## src/verilog/aid_params.svh

```systemverilog
`ifndef AID_PARAMS_SVH
`define AID_PARAMS_SVH

// instruction field layout
`define AID_OPC_HI 15
`define AID_OPC_LO 8
`define AID_OPC_ADDLIT 8'h0F
`define AID_OPC6_HI 15
`define AID_OPC6_LO 10
`define AID_OPC6_ADDREG 6'h09
`define AID_DEST_BIT 9
`define AID_BANK_BIT 8
// access bank split: low half in bank 0, high half in the top bank
`define AID_ACCESS_SPLIT 8'h80
`define AID_ACCESS_HI_BANK 4'hF
`define AID_ACC_RESET 8'h00
`define AID_BANK_RESET 4'h0

`endif

```

## src/verilog/aid_pkg.sv

```systemverilog
package aid_pkg;
	typedef enum logic [1:0] {
		AID_Q1,
		AID_Q2,
		AID_Q3,
		AID_Q4
	} aid_phase_t;

	typedef enum logic [1:0] {
		AID_OP_NONE,
		AID_OP_LIT,
		AID_OP_REG
	} aid_op_t;

	typedef struct packed {
		logic n;
		logic ov;
		logic c;
		logic dc;
		logic z;
	} aid_flags_t;
endpackage : aid_pkg

```

## src/verilog/aid_adder.sv

```systemverilog
`timescale 1ns/1ps
// 8-bit adder with status; result and flags registered
module aid_adder #(
	parameter int WIDTH = 8
) (
	input wire logic core_clk_in,
	input wire logic nrst_in,
	input wire logic load_in,
	input wire logic [WIDTH-1:0] a_in,
	input wire logic [WIDTH-1:0] b_in,
	output logic [WIDTH-1:0] sum_out,
	output aid_pkg::aid_flags_t flags_out
);
	typedef struct packed {
		logic [WIDTH-1:0] sum;
		aid_pkg::aid_flags_t flags;
	} aid_add_state_t;

	aid_add_state_t st;
	aid_add_state_t next_st;
	logic [WIDTH:0] full;
	logic [4:0] low;

	always_comb begin
		next_st = st;
		full = {1'b0, a_in} + {1'b0, b_in};
		low = {1'b0, a_in[3:0]} + {1'b0, b_in[3:0]};
		if (load_in) begin
			next_st.sum = full[WIDTH-1:0];
			next_st.flags.c = full[WIDTH];
			next_st.flags.dc = low[4];
			next_st.flags.n = full[WIDTH-1];
			next_st.flags.z = (full[WIDTH-1:0] == '0);
			// overflow: equal operand signs, result sign differs
			next_st.flags.ov = (a_in[WIDTH-1] == b_in[WIDTH-1]) &&
				(full[WIDTH-1] != a_in[WIDTH-1]);
		end
	end

	always_ff @(posedge core_clk_in or negedge nrst_in) begin
		if (!nrst_in) begin
			st <= '0;
		end else begin
			st <= next_st;
		end
	end

	assign sum_out = st.sum;
	assign flags_out = st.flags;
endmodule : aid_adder

```

## src/verilog/aid_datapath.sv

```systemverilog
`timescale 1ns/1ps
`include "aid_params.svh"
module aid_datapath #(
	parameter int DW = 8,
	parameter int BW = 4
) (
	input wire logic core_clk_in,
	input wire logic nrst_in,
	// instruction side, looked at only on the edge that ends Q1
	input wire logic instr_valid_in,
	input wire logic [15:0] instr_in,
	input wire logic [BW-1:0] bank_select_pointer_in,
	// operand read data, sampled at the edge that ends Q2
	input wire logic [DW-1:0] mem_rdata_in,
	// every output below is a register
	output logic [1:0] phase_out,
	output logic busy_out,
	output logic [BW+DW-1:0] mem_addr_out,
	output logic mem_rd_out,
	output logic mem_wr_out,
	output logic [DW-1:0] mem_wdata_out,
	output logic [DW-1:0] acc_out,
	output logic [4:0] status_out,
	output logic done_out
);
	// data address: bank number above the register address
	localparam int AW = BW + DW;

	typedef struct packed {
		// sequencing
		aid_pkg::aid_phase_t phase;
		aid_pkg::aid_op_t op;
		// decoded instruction
		logic dest_reg;
		logic [DW-1:0] operand;
		// architectural state and memory strobes
		logic [DW-1:0] acc;
		logic [AW-1:0] addr;
		logic rd;
		logic wr;
		logic [DW-1:0] wdata;
		logic busy;
		logic done;
	} aid_state_t;

	// reset image: phase Q1, nothing in flight, accumulator at its reset value
	localparam aid_state_t RESET_ST = '{
		phase: aid_pkg::AID_Q1,
		op: aid_pkg::AID_OP_NONE,
		acc: DW'(`AID_ACC_RESET),
		default: '0
	};

	aid_state_t st;
	aid_state_t next_st;
	logic taken;
	logic add_load;
	logic [DW-1:0] sum;
	aid_pkg::aid_flags_t flags;

	// instruction field decoders

	// the literal opcode is a full byte, the register form only six bits
	function automatic logic is_add_lit(input logic [15:0] w);
		return w[`AID_OPC_HI:`AID_OPC_LO] == `AID_OPC_ADDLIT;
	endfunction : is_add_lit

	function automatic logic is_add_reg(input logic [15:0] w);
		return w[`AID_OPC6_HI:`AID_OPC6_LO] == `AID_OPC6_ADDREG;
	endfunction : is_add_reg

	// anything that is neither add runs its phases with no effect
	function automatic aid_pkg::aid_op_t decode_op(input logic [15:0] w);
		aid_pkg::aid_op_t op;
		op = aid_pkg::AID_OP_NONE;
		if (is_add_lit(w)) begin
			op = aid_pkg::AID_OP_LIT;
		end else if (is_add_reg(w)) begin
			op = aid_pkg::AID_OP_REG;
		end
		return op;
	endfunction : decode_op

	// literal and register address share the low byte of the word
	function automatic logic [DW-1:0] low_field(input logic [15:0] w);
		return w[DW-1:0];
	endfunction : low_field

	function automatic logic dest_is_reg(input logic [15:0] w);
		return w[`AID_DEST_BIT];
	endfunction : dest_is_reg

	function automatic logic uses_bank_ptr(input logic [15:0] w);
		return w[`AID_BANK_BIT];
	endfunction : uses_bank_ptr

	// access bank maps low addresses to bank 0, high addresses to the top bank;
	// the pointer is ignored there, so common registers need no bank switch
	function automatic logic [AW-1:0] resolve_addr(input logic [DW-1:0] f,
		input logic use_bank, input logic [BW-1:0] bank);
		logic [BW-1:0] b;
		b = '0;
		if (use_bank) begin
			b = bank;
		end else if (f >= DW'(`AID_ACCESS_SPLIT)) begin
			b = BW'(`AID_ACCESS_HI_BANK);
		end
		return {b, f};
	endfunction : resolve_addr

	// the phase sequence never stalls: every instruction takes one full pass
	function automatic aid_pkg::aid_phase_t next_phase(input aid_pkg::aid_phase_t p);
		aid_pkg::aid_phase_t n;
		n = aid_pkg::AID_Q1;
		unique case (p)
			aid_pkg::AID_Q1: n = aid_pkg::AID_Q2;
			aid_pkg::AID_Q2: n = aid_pkg::AID_Q3;
			aid_pkg::AID_Q3: n = aid_pkg::AID_Q4;
			aid_pkg::AID_Q4: n = aid_pkg::AID_Q1;
		endcase
		return n;
	endfunction : next_phase

	function automatic logic op_active(input aid_pkg::aid_op_t op);
		return op != aid_pkg::AID_OP_NONE;
	endfunction : op_active

	// operands: the accumulator and either the literal or the register value
	aid_adder #(.WIDTH(DW)) u_add (
		.core_clk_in(core_clk_in),
		.nrst_in(nrst_in),
		.load_in(add_load),
		.a_in(st.acc),
		.b_in(st.operand),
		.sum_out(sum),
		.flags_out(flags)
	);

	// sum and status are captured at the Q3 edge so they stand through Q4;
	// a word that is no add leaves the flags untouched
	assign taken = instr_valid_in && (st.phase == aid_pkg::AID_Q1);
	assign add_load = (st.phase == aid_pkg::AID_Q3) && op_active(st.op);

	// strobes and done are one-cycle pulses unless a phase raises them
	always_comb begin
		next_st = st;
		next_st.rd = 1'b0;
		next_st.wr = 1'b0;
		next_st.done = 1'b0;
		next_st.phase = next_phase(st.phase);
		unique case (st.phase)
			aid_pkg::AID_Q1: begin
				// fields are latched every pass; only op, busy and rd depend on valid
				next_st.op = taken ? decode_op(instr_in) : aid_pkg::AID_OP_NONE;
				next_st.dest_reg = dest_is_reg(instr_in);
				next_st.operand = low_field(instr_in);
				next_st.addr = resolve_addr(low_field(instr_in), uses_bank_ptr(instr_in),
					bank_select_pointer_in);
				next_st.busy = taken;
				next_st.rd = taken && (decode_op(instr_in) == aid_pkg::AID_OP_REG);
			end
			aid_pkg::AID_Q2: begin
				// the read pulse stood through Q2, so the register value is on the bus
				if (st.op == aid_pkg::AID_OP_REG) begin
					next_st.operand = mem_rdata_in;
				end
			end
			aid_pkg::AID_Q3: begin
				// the adder registers sum and status at this edge
			end
			aid_pkg::AID_Q4: begin
				next_st.busy = 1'b0;
				next_st.done = op_active(st.op);
				// a register write lands at the end of the next Q1, before the
				// next instruction reads in Q2, so back-to-back adds see fresh data
				unique case (st.op)
					aid_pkg::AID_OP_LIT: begin
						next_st.acc = sum;
					end
					aid_pkg::AID_OP_REG: begin
						if (st.dest_reg) begin
							next_st.wr = 1'b1;
							next_st.wdata = sum;
						end else begin
							next_st.acc = sum;
						end
					end
					aid_pkg::AID_OP_NONE: begin
						// unknown words: no write, no flags
					end
					default: begin
					end
				endcase
			end
		endcase
	end

	// one register for the whole state keeps the phase and its data in step
	always_ff @(posedge core_clk_in or negedge nrst_in) begin
		if (!nrst_in) begin
			st <= RESET_ST;
		end else begin
			st <= next_st;
		end
	end

	// status comes from the adder's own flops, so it too is a register output
	assign phase_out = st.phase;
	assign busy_out = st.busy;
	assign mem_addr_out = st.addr;
	assign mem_rd_out = st.rd;
	assign mem_wr_out = st.wr;
	assign mem_wdata_out = st.wdata;
	assign acc_out = st.acc;
	assign status_out = flags;
	assign done_out = st.done;
endmodule : aid_datapath

```

## config.mk

```make
export PLATFORM = sky130hd
export DESIGN_NAME = aid_datapath
export DESIGN_NICKNAME = d
export VERILOG_FILES = /design/src/verilog/aid_pkg.sv /design/src/verilog/aid_adder.sv /design/src/verilog/aid_datapath.sv
export VERILOG_INCLUDE_DIRS = /design/src /design/src/verilog
export SDC_FILE = /design/constraint.sdc
export NUM_CORES = 1
export LEC_CHECK = 0
export BUFFER_PORTS_ARGS = -buffer_cell sky130_fd_sc_hd__buf_2
export CORE_ASPECT_RATIO = 0.7
export CORE_MARGIN = 5
export CORE_UTILIZATION = 34
export CTS_BUF_LIST = sky130_fd_sc_hd__clkbuf_2
export DETAILED_ROUTE_END_ITERATION = 10
export PLACE_DENSITY_LB_ADDON = 0.15
export SKIP_LAST_GASP = 1
export SLEW_MARGIN = 20
export SYNTH_ARGS = -nofsm -noshare
export SYNTH_HDL_FRONTEND = slang
export SYNTH_SLANG_ARGS = --single-unit
```

## constraint.sdc

```tcl
create_clock -name core_clk_in -period 3.1 [get_ports core_clk_in]
set_input_delay 0.31 -clock core_clk_in [delete_from_list [all_inputs] [get_ports core_clk_in]]
set_output_delay 0.31 -clock core_clk_in [all_outputs]
set_load 0.01 [all_outputs]
```

==> results of run 1 <==
power by group:
part | switching, mW | internal, mW | leakage, nW
Clock | 0.263 | 0.185 | 0.0684
Sequential | 0.0133 | 0.766 | 0.741
Combinational | 0.0556 | 0.0470 | 0.949
Total | 0.331 | 0.998 | 1.76
stage by stage:
step / utilization (%) / hold WS [ns]
after floorplan: - / 0.0144
after global placement: 38.4 / 0.458
after detailed placement: 38.4 / 0.462
after CTS: 40.0 / 0.0329
after global routing: 40.0 / 0.0222
final: 40.0 / 0.0996
routing by layer:
layer	global-route usage (%)	share of wire, %	vias to the layer above
met2	16.5	40	41
li1	-	-	968
met4	2.52	0.89	0
met3	5.15	5.1	5
met1	17.8	54	900
met5	0	0	-
final cells by class:
type                            instances  area (um^2)
Multi-Input combinational cell        159         1110
Timing Repair Buffer                   75          395
Clock inverter                          5         46.3
Sequential cell                        57         1430
Fill cell                             830         4780
Clock buffer                           11         55.1
Inverter                                8         30.0
Tap cell                              101          126
sequential cells by signal, indices dropped and copies added (netlist names), 2 cells and up:
register	flops
u_add.sum_out	7
phase_out	2
mem_wdata_out	8
acc_out	8
st	11
mem_addr_out	12
u_add.flags_out	5
cells by family after synthesis:
group,Yosys count
muxes,28
xor gates and xnor gates,6
buffers and inverters,45
AOI/OAI and AO/OA,50
adders and majority gates,13
and+or+nand+nor,62
DFF,57
cells in the mapped netlist:
master | count | share of area (%)
dfrtp_1 | 57 | 51
nand2_1 | 40 | 5.3
buf_4 | 31 | 8.3
o21ai_0 | 20 | 3.6
mux2_2 | 19 | 7.6
a21oi_1 | 13 | 2.3
ha_1 | 12 | 5.3
mux2i_1 | 9 | 3.2
nor2_1 | 9 | 1.2
inv_1 | 7 | 0.93
xor2_1 | 5 | 1.6
clkbuf_1 | 4 | 0.53
a211oi_1 | 3 | 0.80
a21o_1 | 3 | 0.80
nand3_1 | 3 | 0.53
nor2b_1 | 2 | 0.44
o31ai_1 | 2 | 0.53
or2_2 | 2 | 0.44
a31o_2 | 1 | 0.31
a32o_1 | 1 | 0.36
a32o_2 | 1 | 0.40
buf_1 | 1 | 0.13
buf_2 | 1 | 0.18
clkinv_1 | 1 | 0.13
fa_1 | 1 | 0.71
nand2b_1 | 1 | 0.22
nand4_1 | 1 | 0.22
nor3_1 | 1 | 0.18
nor4b_1 | 1 | 0.31
nor4bb_1 | 1 | 0.36
o211ai_1 | 1 | 0.27
o21a_1 | 1 | 0.27
o21bai_1 | 1 | 0.27
o22ai_1 | 1 | 0.22
o22ai_2 | 1 | 0.44
o311a_2 | 1 | 0.40
or4_4 | 1 | 0.40
xnor2_1 | 1 | 0.31
worst max-delay path: stages (launching register included):
cell      delay (ns)
dfrtp_1         0.42
ha_1            0.24
fa_1            0.44
a211oi_1        0.24
o21ai_0         0.23
nand3_1         0.14
nor4bb_1        0.29
a32o_2          0.20
timing repair:
item / in CTS / in global routing
resized for setup: 0 / 0
hold buffers: 2 / 0
endpoints found under the hold margin: 39 / 0
worst paths after layout:
path / from / endpoint / slack (ns)
min in group asynchronous: nrst_in / st[37]$_DFFE_PN0P_ / 0.50
worst max register to register: acc_out[0]$_DFFE_PN0P_ / u_add.flags_out[0]$_DFFE_PN0P_ / 0.85
worst max-delay path: acc_out[0]$_DFFE_PN0P_ / u_add.flags_out[0]$_DFFE_PN0P_ / 0.85
max in group asynchronous: nrst_in / u_add.sum_out[4]$_DFFE_PN0P_ / 1.82
worst min-delay path: instr_in[5] / mem_addr_out[5]$_DFFE_PN0P_ / 0.1
worst min register to register: mem_wdata_out[6]$_DFFE_PN0P_ / mem_wdata_out[6]$_DFFE_PN0P_ / 0.49
==> summary.md, run 1 <==
| Metric | Value |
|---|---|
| Gpl congestion | ~0.77 |
| Worst path arrival time | roughly 2.6 ns |
| TritonCTS clock tree | built |
| Final setup fails | 0 |
| Clk root buf | clkbuf_2 |
| Mux cell area share after synthesis | 10.8% |
| Max_cap viols | 0 |
| Outcome | finished clean |
| PwrDens | 417 nW/um^2 |
| Worst skew pair latency | around 0.45 ns |
| Skew final | about 0.025 ns |
| Peak supply drop | 0.161 mV |
| RSZ-0062 raised after global routing | false |
| Area growth syn-to-layout | 13.1% |
| Critical-path maximum fanout | 4 |
| Routed vias/inst | about 4.6 |
| Clk buf depth | 2 |
| Post-route ant nets | 0 |
| Simple-Gate Fraction of Synth Area | about a tenth |
| Number of synthesized register bits | between 50 and 60 |
| First-pass GRT wire length | ~9.8 mm |
| Min-Delay Path Class | in -> reg |
| WHS Path Cells | 2 |
| Max-slew headroom | a little over two fifths |
| Starting Density | a little over a third |
| Die H | between 80 and 90 um |
| Post-DP HPWL | roughly 4.6 mm |
| Commonest non-fill, non-tap cell in the layout | buf_2 |
| Type of origin of the critical path | register |
| Setup slack after layout | 0.852 ns |
| Seq/Total Area, Yosys | slightly above 50% |
| Period utilization | around 73% |
| Gr ovfl total | 0 |
| Via Count | 1,914 |
| Drt total wl | 5.96 mm |
| Core area | between 7000 and 8000 um^2 |
| GRT Total Usage | 12.1% |
| Port bufs | just under 70 |
| Wirelength per Cell | around 14 um |
| Clock transition at the registers of the reported paths | 0.16 ns |
| YS warnings | 0 |
| DRT Pass-1 Iters | 4 |
| Dpl ws | roughly 0.9 ns |
| Crit path capture type | register |
| Initial antenna violation count | 0 |
| Final Max Slew Viols | 0 |
| Share of layout cells above drive strength 1 | 35.9% |
| Row count | 27 |
| DR DRC count | 0 |
| Xor and xnor fraction of the mapped netlist area | under 10% |
| Fmax | approximately 0.44 GHz |
| Vias in the first global route | ~1.9k |
| Post-route insts no fill | ~420 |
| Complex-gate fraction of the synthesized area | 10.9% |
| Area after DPL | roughly 3100 um^2 |
| Final Hold Vio Count | 0 |
| Synth Net Count | 305 |
| Die width | roughly 120 um |
| Post-route minimum period | about 2.2 ns |
| Most frequent cells in the layout | buf_2, dfrtp_1, nand2_1 |
| Largest net degree at the start of global routing | 40 |
| Post-synthesis cell area | ~2800 um^2 |
| Final net count | 354 |
| Unique masters post-synth | 38 |
| Post-synthesis adder-cell area fraction | about 6.0% |
| IO Pins | 70 |
| DRT iter0 DRCs | between 100 and 150 |
| H-tree depth | 3 |
| R2R cell count | 7 |
| Post-Synthesis Cells | around 260 |
| Setup Fix Bufs, Post-CTS | 0 |
| Worst Tran Pin Value | 0.871 ns |
| Die area | 10,200 um^2 |
| Final Cell Area | roughly 3200 um^2 |
| Antenna diodes | 0 |
| Cts bufs inserted | 9 |
| Post-route setup TNS | 0 ns |
| Avg Inst Size Synth | roughly 11 um^2 |
| Crit path kind | reg -> reg |
| Critical path data required time | 3.49 ns |
| Static Leak | approximately 1.8 nW |
| Inst Count DP | 398 |
| Combinational family with the most area after synthesis | compound AO/OA/AOI/OAI gates |
| Clock Sinks | 57 |
| Total power | between 1 and 1.5 mW |
Power figures use the tool's default switching activity.
==> run 2, diff against run 1 <==
--- a/config.mk
+++ b/config.mk
@@ -6,6 +6,7 @@
 export SDC_FILE = /design/constraint.sdc
 export NUM_CORES = 1
 export LEC_CHECK = 0
+export ABC_AREA = 1
 export BUFFER_PORTS_ARGS = -buffer_cell sky130_fd_sc_hd__buf_2
 export CORE_ASPECT_RATIO = 0.7
 export CORE_MARGIN = 5
==> constraint.sdc (replaced) <==
create_clock -name core_clk_in -period 2.1 [get_ports core_clk_in]
set_input_delay 0.21 -clock core_clk_in [delete_from_list [all_inputs] [get_ports core_clk_in]]
set_output_delay 0.21 -clock core_clk_in [all_outputs]
set_load 0.01 [all_outputs]
==> summary.md, run 2 <==
| Metric | Value |
|---|---|
| Crit-path leading delay family | buffers and inverters |
| Post-Synthesis Cells | about 340 |
| Clock transition at the registers of the reported paths | 0.18 ns |
| Cts bufs inserted | 9 |
| Core area | roughly 8500 um^2 |
| Synth Net Count | between 300 and 400 |
| Gpl congestion | ~0.85 |
| Crit path kind | reg -> reg |
| Outcome | finished clean |
| Unique masters post-synth | 32 |
| Critical path's slowest cell | dlygate4sd3_1 |
| H-tree depth | 3 |
| Vias in the first global route | between 2k and 2.5k |
| Dpl ws | 0.334 ns |
| Max_cap viols | 0 |
| Most frequent cells in the layout | nand2_1, buf_2, dfrtp_1 |
| Commonest non-fill, non-tap cell in the layout | nand2_1 |
| Worst skew pair latency | 0.48 ns |
| Final Hold Vio Count | 0 |
| FF-to-FF End | mem_rd_out$_DFF_PN0_ |
| Avg Inst Size Synth | roughly 8.7 um^2 |
| Post-route setup TNS | 0 ns |
| Seq/Total Area, Yosys | approximately half |
| YS warnings | 0 |
| DRT iter0 DRCs | roughly 210 |
| Area growth syn-to-layout | 23.6% |
| Type of origin of the critical path | register |
| Worst-path cell chain | inv_1, ha_1, nand2_1, nor4_2, dlygate4sd3_1 |
| Post-synthesis cell area | about 3000 um^2 |
| Port bufs | 69 |
| Crit path capture type | register |
| TritonCTS clock tree | built |
| Wirelength per Cell | between 10 and 15 um |
| Critical-path maximum fanout | 4 |
| Worst r2r src | phase_out[0]$_DFF_PN0_ |
| DR DRC count | 0 |
| PwrDens | around 640 nW/um^2 |
| First-pass GRT wire length | between 10 and 15 mm |
| Post-DP HPWL | between 5 and 6 mm |
| Final Util | a little over two fifths |
| Antenna diodes | 0 |
| Peak supply drop | between 0.2 and 0.3 mV |
| Worst reg-to-reg setup slack | approximately 0.26 ns |
| Die area | between 10,000 and 15,000 um^2 |
| Initial antenna violation count | 0 |
| Period utilization | between 80 and 90% |
| GRT Total Usage | roughly 14% |
| Worst Tran Pin Value | 0.579 ns |
| IO Pins | 70 |
| Ys async rst share | 100% |
| Worst path arrival time | around 2.3 ns |
| Clk buf depth | 2 |
| Via Count | ~2.4k |
| Hold Startpoint | mem_rdata_in[1] |
| R2R cell count | 5 |
| Leading area contributor after synthesis | dfrtp_1 |
| Starting Density | around a third |
| Total power | approximately 2.3 mW |
| Post-route ant nets | 0 |
| Setup slack after layout | between 0.2 and 0.3 ns |
| Synth Flop Type | dfrtp_1 |
| Final Max Slew Viols | 0 |
| Setup Fix Bufs, Post-CTS | 0 |
| Clk root buf | clkbuf_2 |
| Die width | around 120 um |
| Routed vias/inst | 4.40 |
| Most frequent cell after synthesis | nand2_1 |
| Top-area cell type share of the netlist area | roughly half |
| Skew final | between 0.02 and 0.025 ns |
| Clock Sinks | 57 |
| Max-slew headroom | between 60% and 70% |
| Most area-consuming cells after synthesis | dfrtp_1, nand2_1, buf_4, ha_1, inv_1 |
| Most instantiated cells after synthesis | nand2_1, dfrtp_1, inv_1, buf_4, nor2_1 |
| Number of flip-flops in the largest register | 12 |
| Fmax | between 0.5 and 0.6 GHz |
| Max incr delay on CP | 0.59 ns |
| Critical path data required time | between 2 and 3 ns |
| Gr ovfl total | 0 |
| Row count | 28 |
| Die H | a little under 90 um |
| Min-Delay Path Class | in -> reg |
| DRT Pass-1 Iters | 4 |
| Post-route minimum period | around 1.8 ns |
| Final net count | between 400 and 500 |
| Worst hold endpoint | st[33]$_DFFE_PN0P_ |
| WHS Path Cells | 3 |
| Drt total wl | about 6.7 mm |
| RSZ-0062 raised after global routing | false |
| Hold_ws | between 0.07 and 0.08 ns |
| Final setup fails | 0 |
| Largest net degree at the start of global routing | between 50 and 60 |
| Worst Path Buf+Inv | 2 |
| Share of layout cells above drive strength 1 | approximately 24% |
| Number of synthesized register bits | 57 |
| Static Leak | 1.93 nW |
| EDFF count, synth | 0 |
## run 2: layout make-up
| class | count | area (um^2) |
|---|---|---|
| Timing Repair Buffer | 101 | 671 |
| Tap cell | 120 | 150 |
| Sequential cell | 57 | 1430 |
| Multi-Input combinational cell | 209 | 1110 |
| Fill cell | 865 | 4810 |
| Clock inverter | 7 | 128 |
| Inverter | 38 | 145 |
| Clock buffer | 9 | 45.0 |
## run 2: worst min-delay path: cells and delay by family
family / cells / cell delay [ns]
compound gates: 2 / 0.20
buf+inv: 1 / 0.09
## run 2: how the worst max path moves through the flow
stage | from | end | slack (ns) | cells past startpoint
after global placement | acc_out[0]$_DFFE_PN0P_ | u_add.flags_out[0]$_DFFE_PN0P_ | 0.38 | 10
after detailed placement | acc_out[0]$_DFFE_PN0P_ | u_add.flags_out[0]$_DFFE_PN0P_ | 0.33 | 10
after floorplan | acc_out[0]$_DFFE_PN0P_ | u_add.flags_out[0]$_DFFE_PN0P_ | 0.46 | 10
final | phase_out[0]$_DFF_PN0_ | mem_rd_out$_DFF_PN0_ | 0.26 | 5
after CTS | phase_out[0]$_DFF_PN0_ | mem_rd_out$_DFF_PN0_ | 0.26 | 5
after global routing | phase_out[0]$_DFF_PN0_ | st[41]$_DFFE_PN0P_ | 0.11 | 5
## run 2: repair_timing
action	4_1_cts	5_1_grt
hold endpoints to repair	80	0
gates resized for setup	0	0
hold buffers	29	0
## run 2: through the flow
step / instance area [um^2] / cells
floorplan: 2970 / 343
global placement: 3210 / 496
detailed placement: 3210 / 496
CTS: 3670 / 541
global route: 3670 / 541
finish: 3670 / 541
## run 2: logic make-up (layout without fill, tap and decap cells)
kind of cell	Yosys count	count (layout)	synth area share [%]
AND/OR/NAND/NOR	130	130	19.0
XOR/XNOR	1	1	0.295
buffers and inverters	77	155	14.7
flip-flops	57	57	48.0
AO/OA/AOI/OAI	65	65	12.2
adder cells (fa/ha/maj)	13	13	5.73
## run 2: per-layer routing
metal,wire length (um),global-route usage (%),up-vias
met5,0,0,-
met1,3480,19.8,1093
li1,-,-,1226
met4,59,3.97,0
met3,420,4.97,7
met2,2700,20.3,52
## run 2: report_power, final
part	internal [mW]	switching [mW]
logic	0.105	0.111
registers	1.13	0.0219
clock network	0.528	0.451
total	1.77	0.584
==> run 3, diff against run 2 <==
--- a/config.mk
+++ b/config.mk
@@ -14,6 +14,8 @@
 export CTS_BUF_LIST = sky130_fd_sc_hd__clkbuf_2
 export DETAILED_ROUTE_END_ITERATION = 10
 export PLACE_DENSITY_LB_ADDON = 0.15
+export RECOVER_POWER = 50
+export SETUP_SLACK_MARGIN = 0.5
 export SKIP_LAST_GASP = 1
 export SLEW_MARGIN = 20
 export SYNTH_ARGS = -nofsm -noshare
==> summary.md, run 3 (synthesized netlist as in run 2, its figures left out) <==
| Metric | Value |
|---|---|
| Outcome | finished clean |
| Max_cap viols | 0 |
| Drt total wl | about 7.4 mm |
| PwrDens | between 500 and 600 nW/um^2 |
| Post-route ant nets | 0 |
| Fill count | 867 |
| Starting Density | approximately a third |
| FF-to-FF End | st[38]$_DFFE_PN0P_ |
| TritonCTS clock tree | built |
| Clock Sinks | 57 |
| Cts bufs inserted | 9 |
| IO Pins | 70 |
| Final net count | approximately 480 |
| Clk buf depth | 2 |
| Setup slack after layout | about 0.39 ns |
| R2R cell count | 7 |
| Worst Tran Pin Value | approximately 1.3 ns |
| DRT iter0 DRCs | between 100 and 150 |
| Clk root buf | clkbuf_2 |
| First-pass GRT wire length | 11.9 mm |
| Worst-path cell chain | inv_1, ha_1, inv_4, o21ai_4, buf_12, nor2_1, a21oi_1 |
| Skew final | approximately 0.021 ns |
| Largest net degree at the start of global routing | 36 |
| Vias in the first global route | about 2.4k |
| GRT Total Usage | 14.7% |
| Gr ovfl total | 0 |
| Max-slew headroom | a little over an eighth |
| Critical path's slowest cell | dfrtp_1 |
| Share of layout cells above drive strength 1 | 28.7% |
| Max incr delay on CP | approximately 0.45 ns |
| Die area | around 11,000 um^2 |
| Min-Delay Path Class | in -> reg |
| RSZ-0062 raised after global routing | true |
| H-tree depth | 3 |
| Post-route insts no fill | between 500 and 600 |
| Worst reg-to-reg setup slack | 0.39 ns |
| Clock transition at the registers of the reported paths | approximately 0.18 ns |
| Die H | ~88 um |
| Gpl congestion | ~0.84 |
| DR DRC count | 0 |
| Initial antenna violation count | 0 |
| Post-route minimum period | between 1.5 and 2 ns |
| Hold Startpoint | instr_in[8] |
| Crit path kind | reg -> reg |
| Post-route setup TNS | 0 ns |
| Critical path data required time | approximately 2.5 ns |
| Area growth syn-to-layout | 30.4% |
| Routed vias/inst | between 4 and 5 |
| Worst path arrival time | approximately 2.1 ns |
| Wirelength per Cell | between 10 and 15 um |
| DRT Pass-1 Iters | 4 |
| Period utilization | 81.3% |
| Most frequent cells in the layout | nand2_1, buf_2, dfrtp_1 |
| Final Max Slew Viols | 0 |
| Dpl ws | roughly 0.31 ns |
| Crit path capture type | register |
| Die width | around 120 um |
| Post-DP HPWL | roughly 5 mm |
| Type of origin of the critical path | register |
| Fmax | approximately 0.59 GHz |
| Number of flip-flops in the largest register | 12 |
| Port bufs | 69 |
| Worst skew pair latency | ~0.50 ns |
| Worst hold endpoint | mem_addr_out[9]$_DFFE_PN0P_ |
| WHS Path Cells | 4 |
| Commonest non-fill, non-tap cell in the layout | nand2_1 |
| Final Hold Vio Count | 0 |
| Peak supply drop | approximately 0.27 mV |
| Final setup fails | 0 |
| Static Leak | 1.94 nW |
| Row count | 28 |
| Via Count | 2,458 |
| Antenna diodes | 0 |
| Inst Count DP | just under 500 |
| Worst r2r src | phase_out[1]$_DFF_PN0_ |
| Core area | between 8000 and 9000 um^2 |
| Critical-path maximum fanout | 19 |
## run 3: cell types whose count changed in the layout (fill, tap and decap cells not counted), moves of 5 or more
| cell | delta |
|---|---|
| dlygate4sd3_1 | +5 |
| clkbuf_1 | +7 |
| buf_2 | -7 |
| nand2_1 | -5 |
| ha_4 | +6 |
| buf_4 | +11 |
| dfrtp_2 | +5 |
| ha_1 | -7 |
| dfrtp_1 | -5 |
## run 3: per-stage QoR
stage	cell area (um^2)	total power, mW	util, %	hold slack [ns]
3_3_place_gp	3210	1.35	37.9	0.236
3_5_place_dp	3210	1.35	37.9	0.243
6_report	3870	2.08	45.7	0.208
2_1_floorplan	2970	1.28	-	-0.0856
4_1_cts	3740	2.10	44.1	0.139
5_1_grt	3870	2.21	45.7	0.165
## run 3: layout make-up
type                    count  area, um^2  share of cell area [%]
multi-input cells         209        1220                    31.4
clock inverters             7        61.3                    1.58
well taps                 120         150                    3.88
clock buffers               9        45.0                    1.16
repair buffers            119         822                    21.2
flip-flops and latches     57        1430                    37.0
inverters                  38         145                    3.75
## run 3: worst max-delay path by stage
stage,from,end,slack [ns],cells after the start
2_1_floorplan,acc_out[0]$_DFFE_PN0P_,u_add.flags_out[0]$_DFFE_PN0P_,0.52,10
3_3_place_gp,phase_out[1]$_DFF_PN0_,st[32]$_DFFE_PN0P_,0.34,6
3_5_place_dp,phase_out[0]$_DFF_PN0_,st[39]$_DFFE_PN0P_,0.31,6
4_1_cts,acc_out[0]$_DFFE_PN0P_,u_add.flags_out[0]$_DFFE_PN0P_,0.45,8
5_1_grt,phase_out[1]$_DFF_PN0_,st[37]$_DFFE_PN0P_,0.29,7
6_report,phase_out[1]$_DFF_PN0_,st[38]$_DFFE_PN0P_,0.39,7
## run 3: repair_timing
item / 4_1_cts / 5_1_grt
resized for setup: 8 / 21
buffers inserted: 5 / 8
hold endpoints to repair: 47 / 0
hold buffers: 34 / 0
endpoints found under the setup margin: 18 / 22
cloned: 0 / 0
pin swaps: 3 / 7
## run 3: per-layer routing
| metal | wire, um | up-vias | track usage [%] | share of wire, % |
|---|---|---|---|---|
| met5 | 0 | - | 0 | 0 |
| met4 | 157 | 0 | 5.80 | 2.1 |
| met3 | 407 | 18 | 5.55 | 5.5 |
| met2 | 2990 | 62 | 20.8 | 40 |
| met1 | 3830 | 1121 | 20.3 | 52 |
| li1 | - | 1257 | - | - |
## run 3: worst max-delay path, delay by kind of cell (launching register included)
family          cells  cell delay (ns)
compound gates      2             0.28
fa+ha+maj           1             0.40
buf+inv             3             0.44
flops               1             0.45
simple gates        1             0.04
## run 3: where the power goes
| part | total [mW] | internal, mW | switching, mW |
|---|---|---|---|
| combinational | 0.242 | 0.123 | 0.119 |
| clock | 0.683 | 0.260 | 0.422 |
| sequential | 1.16 | 1.13 | 0.0238 |
| total | 2.08 | 1.52 | 0.565 |
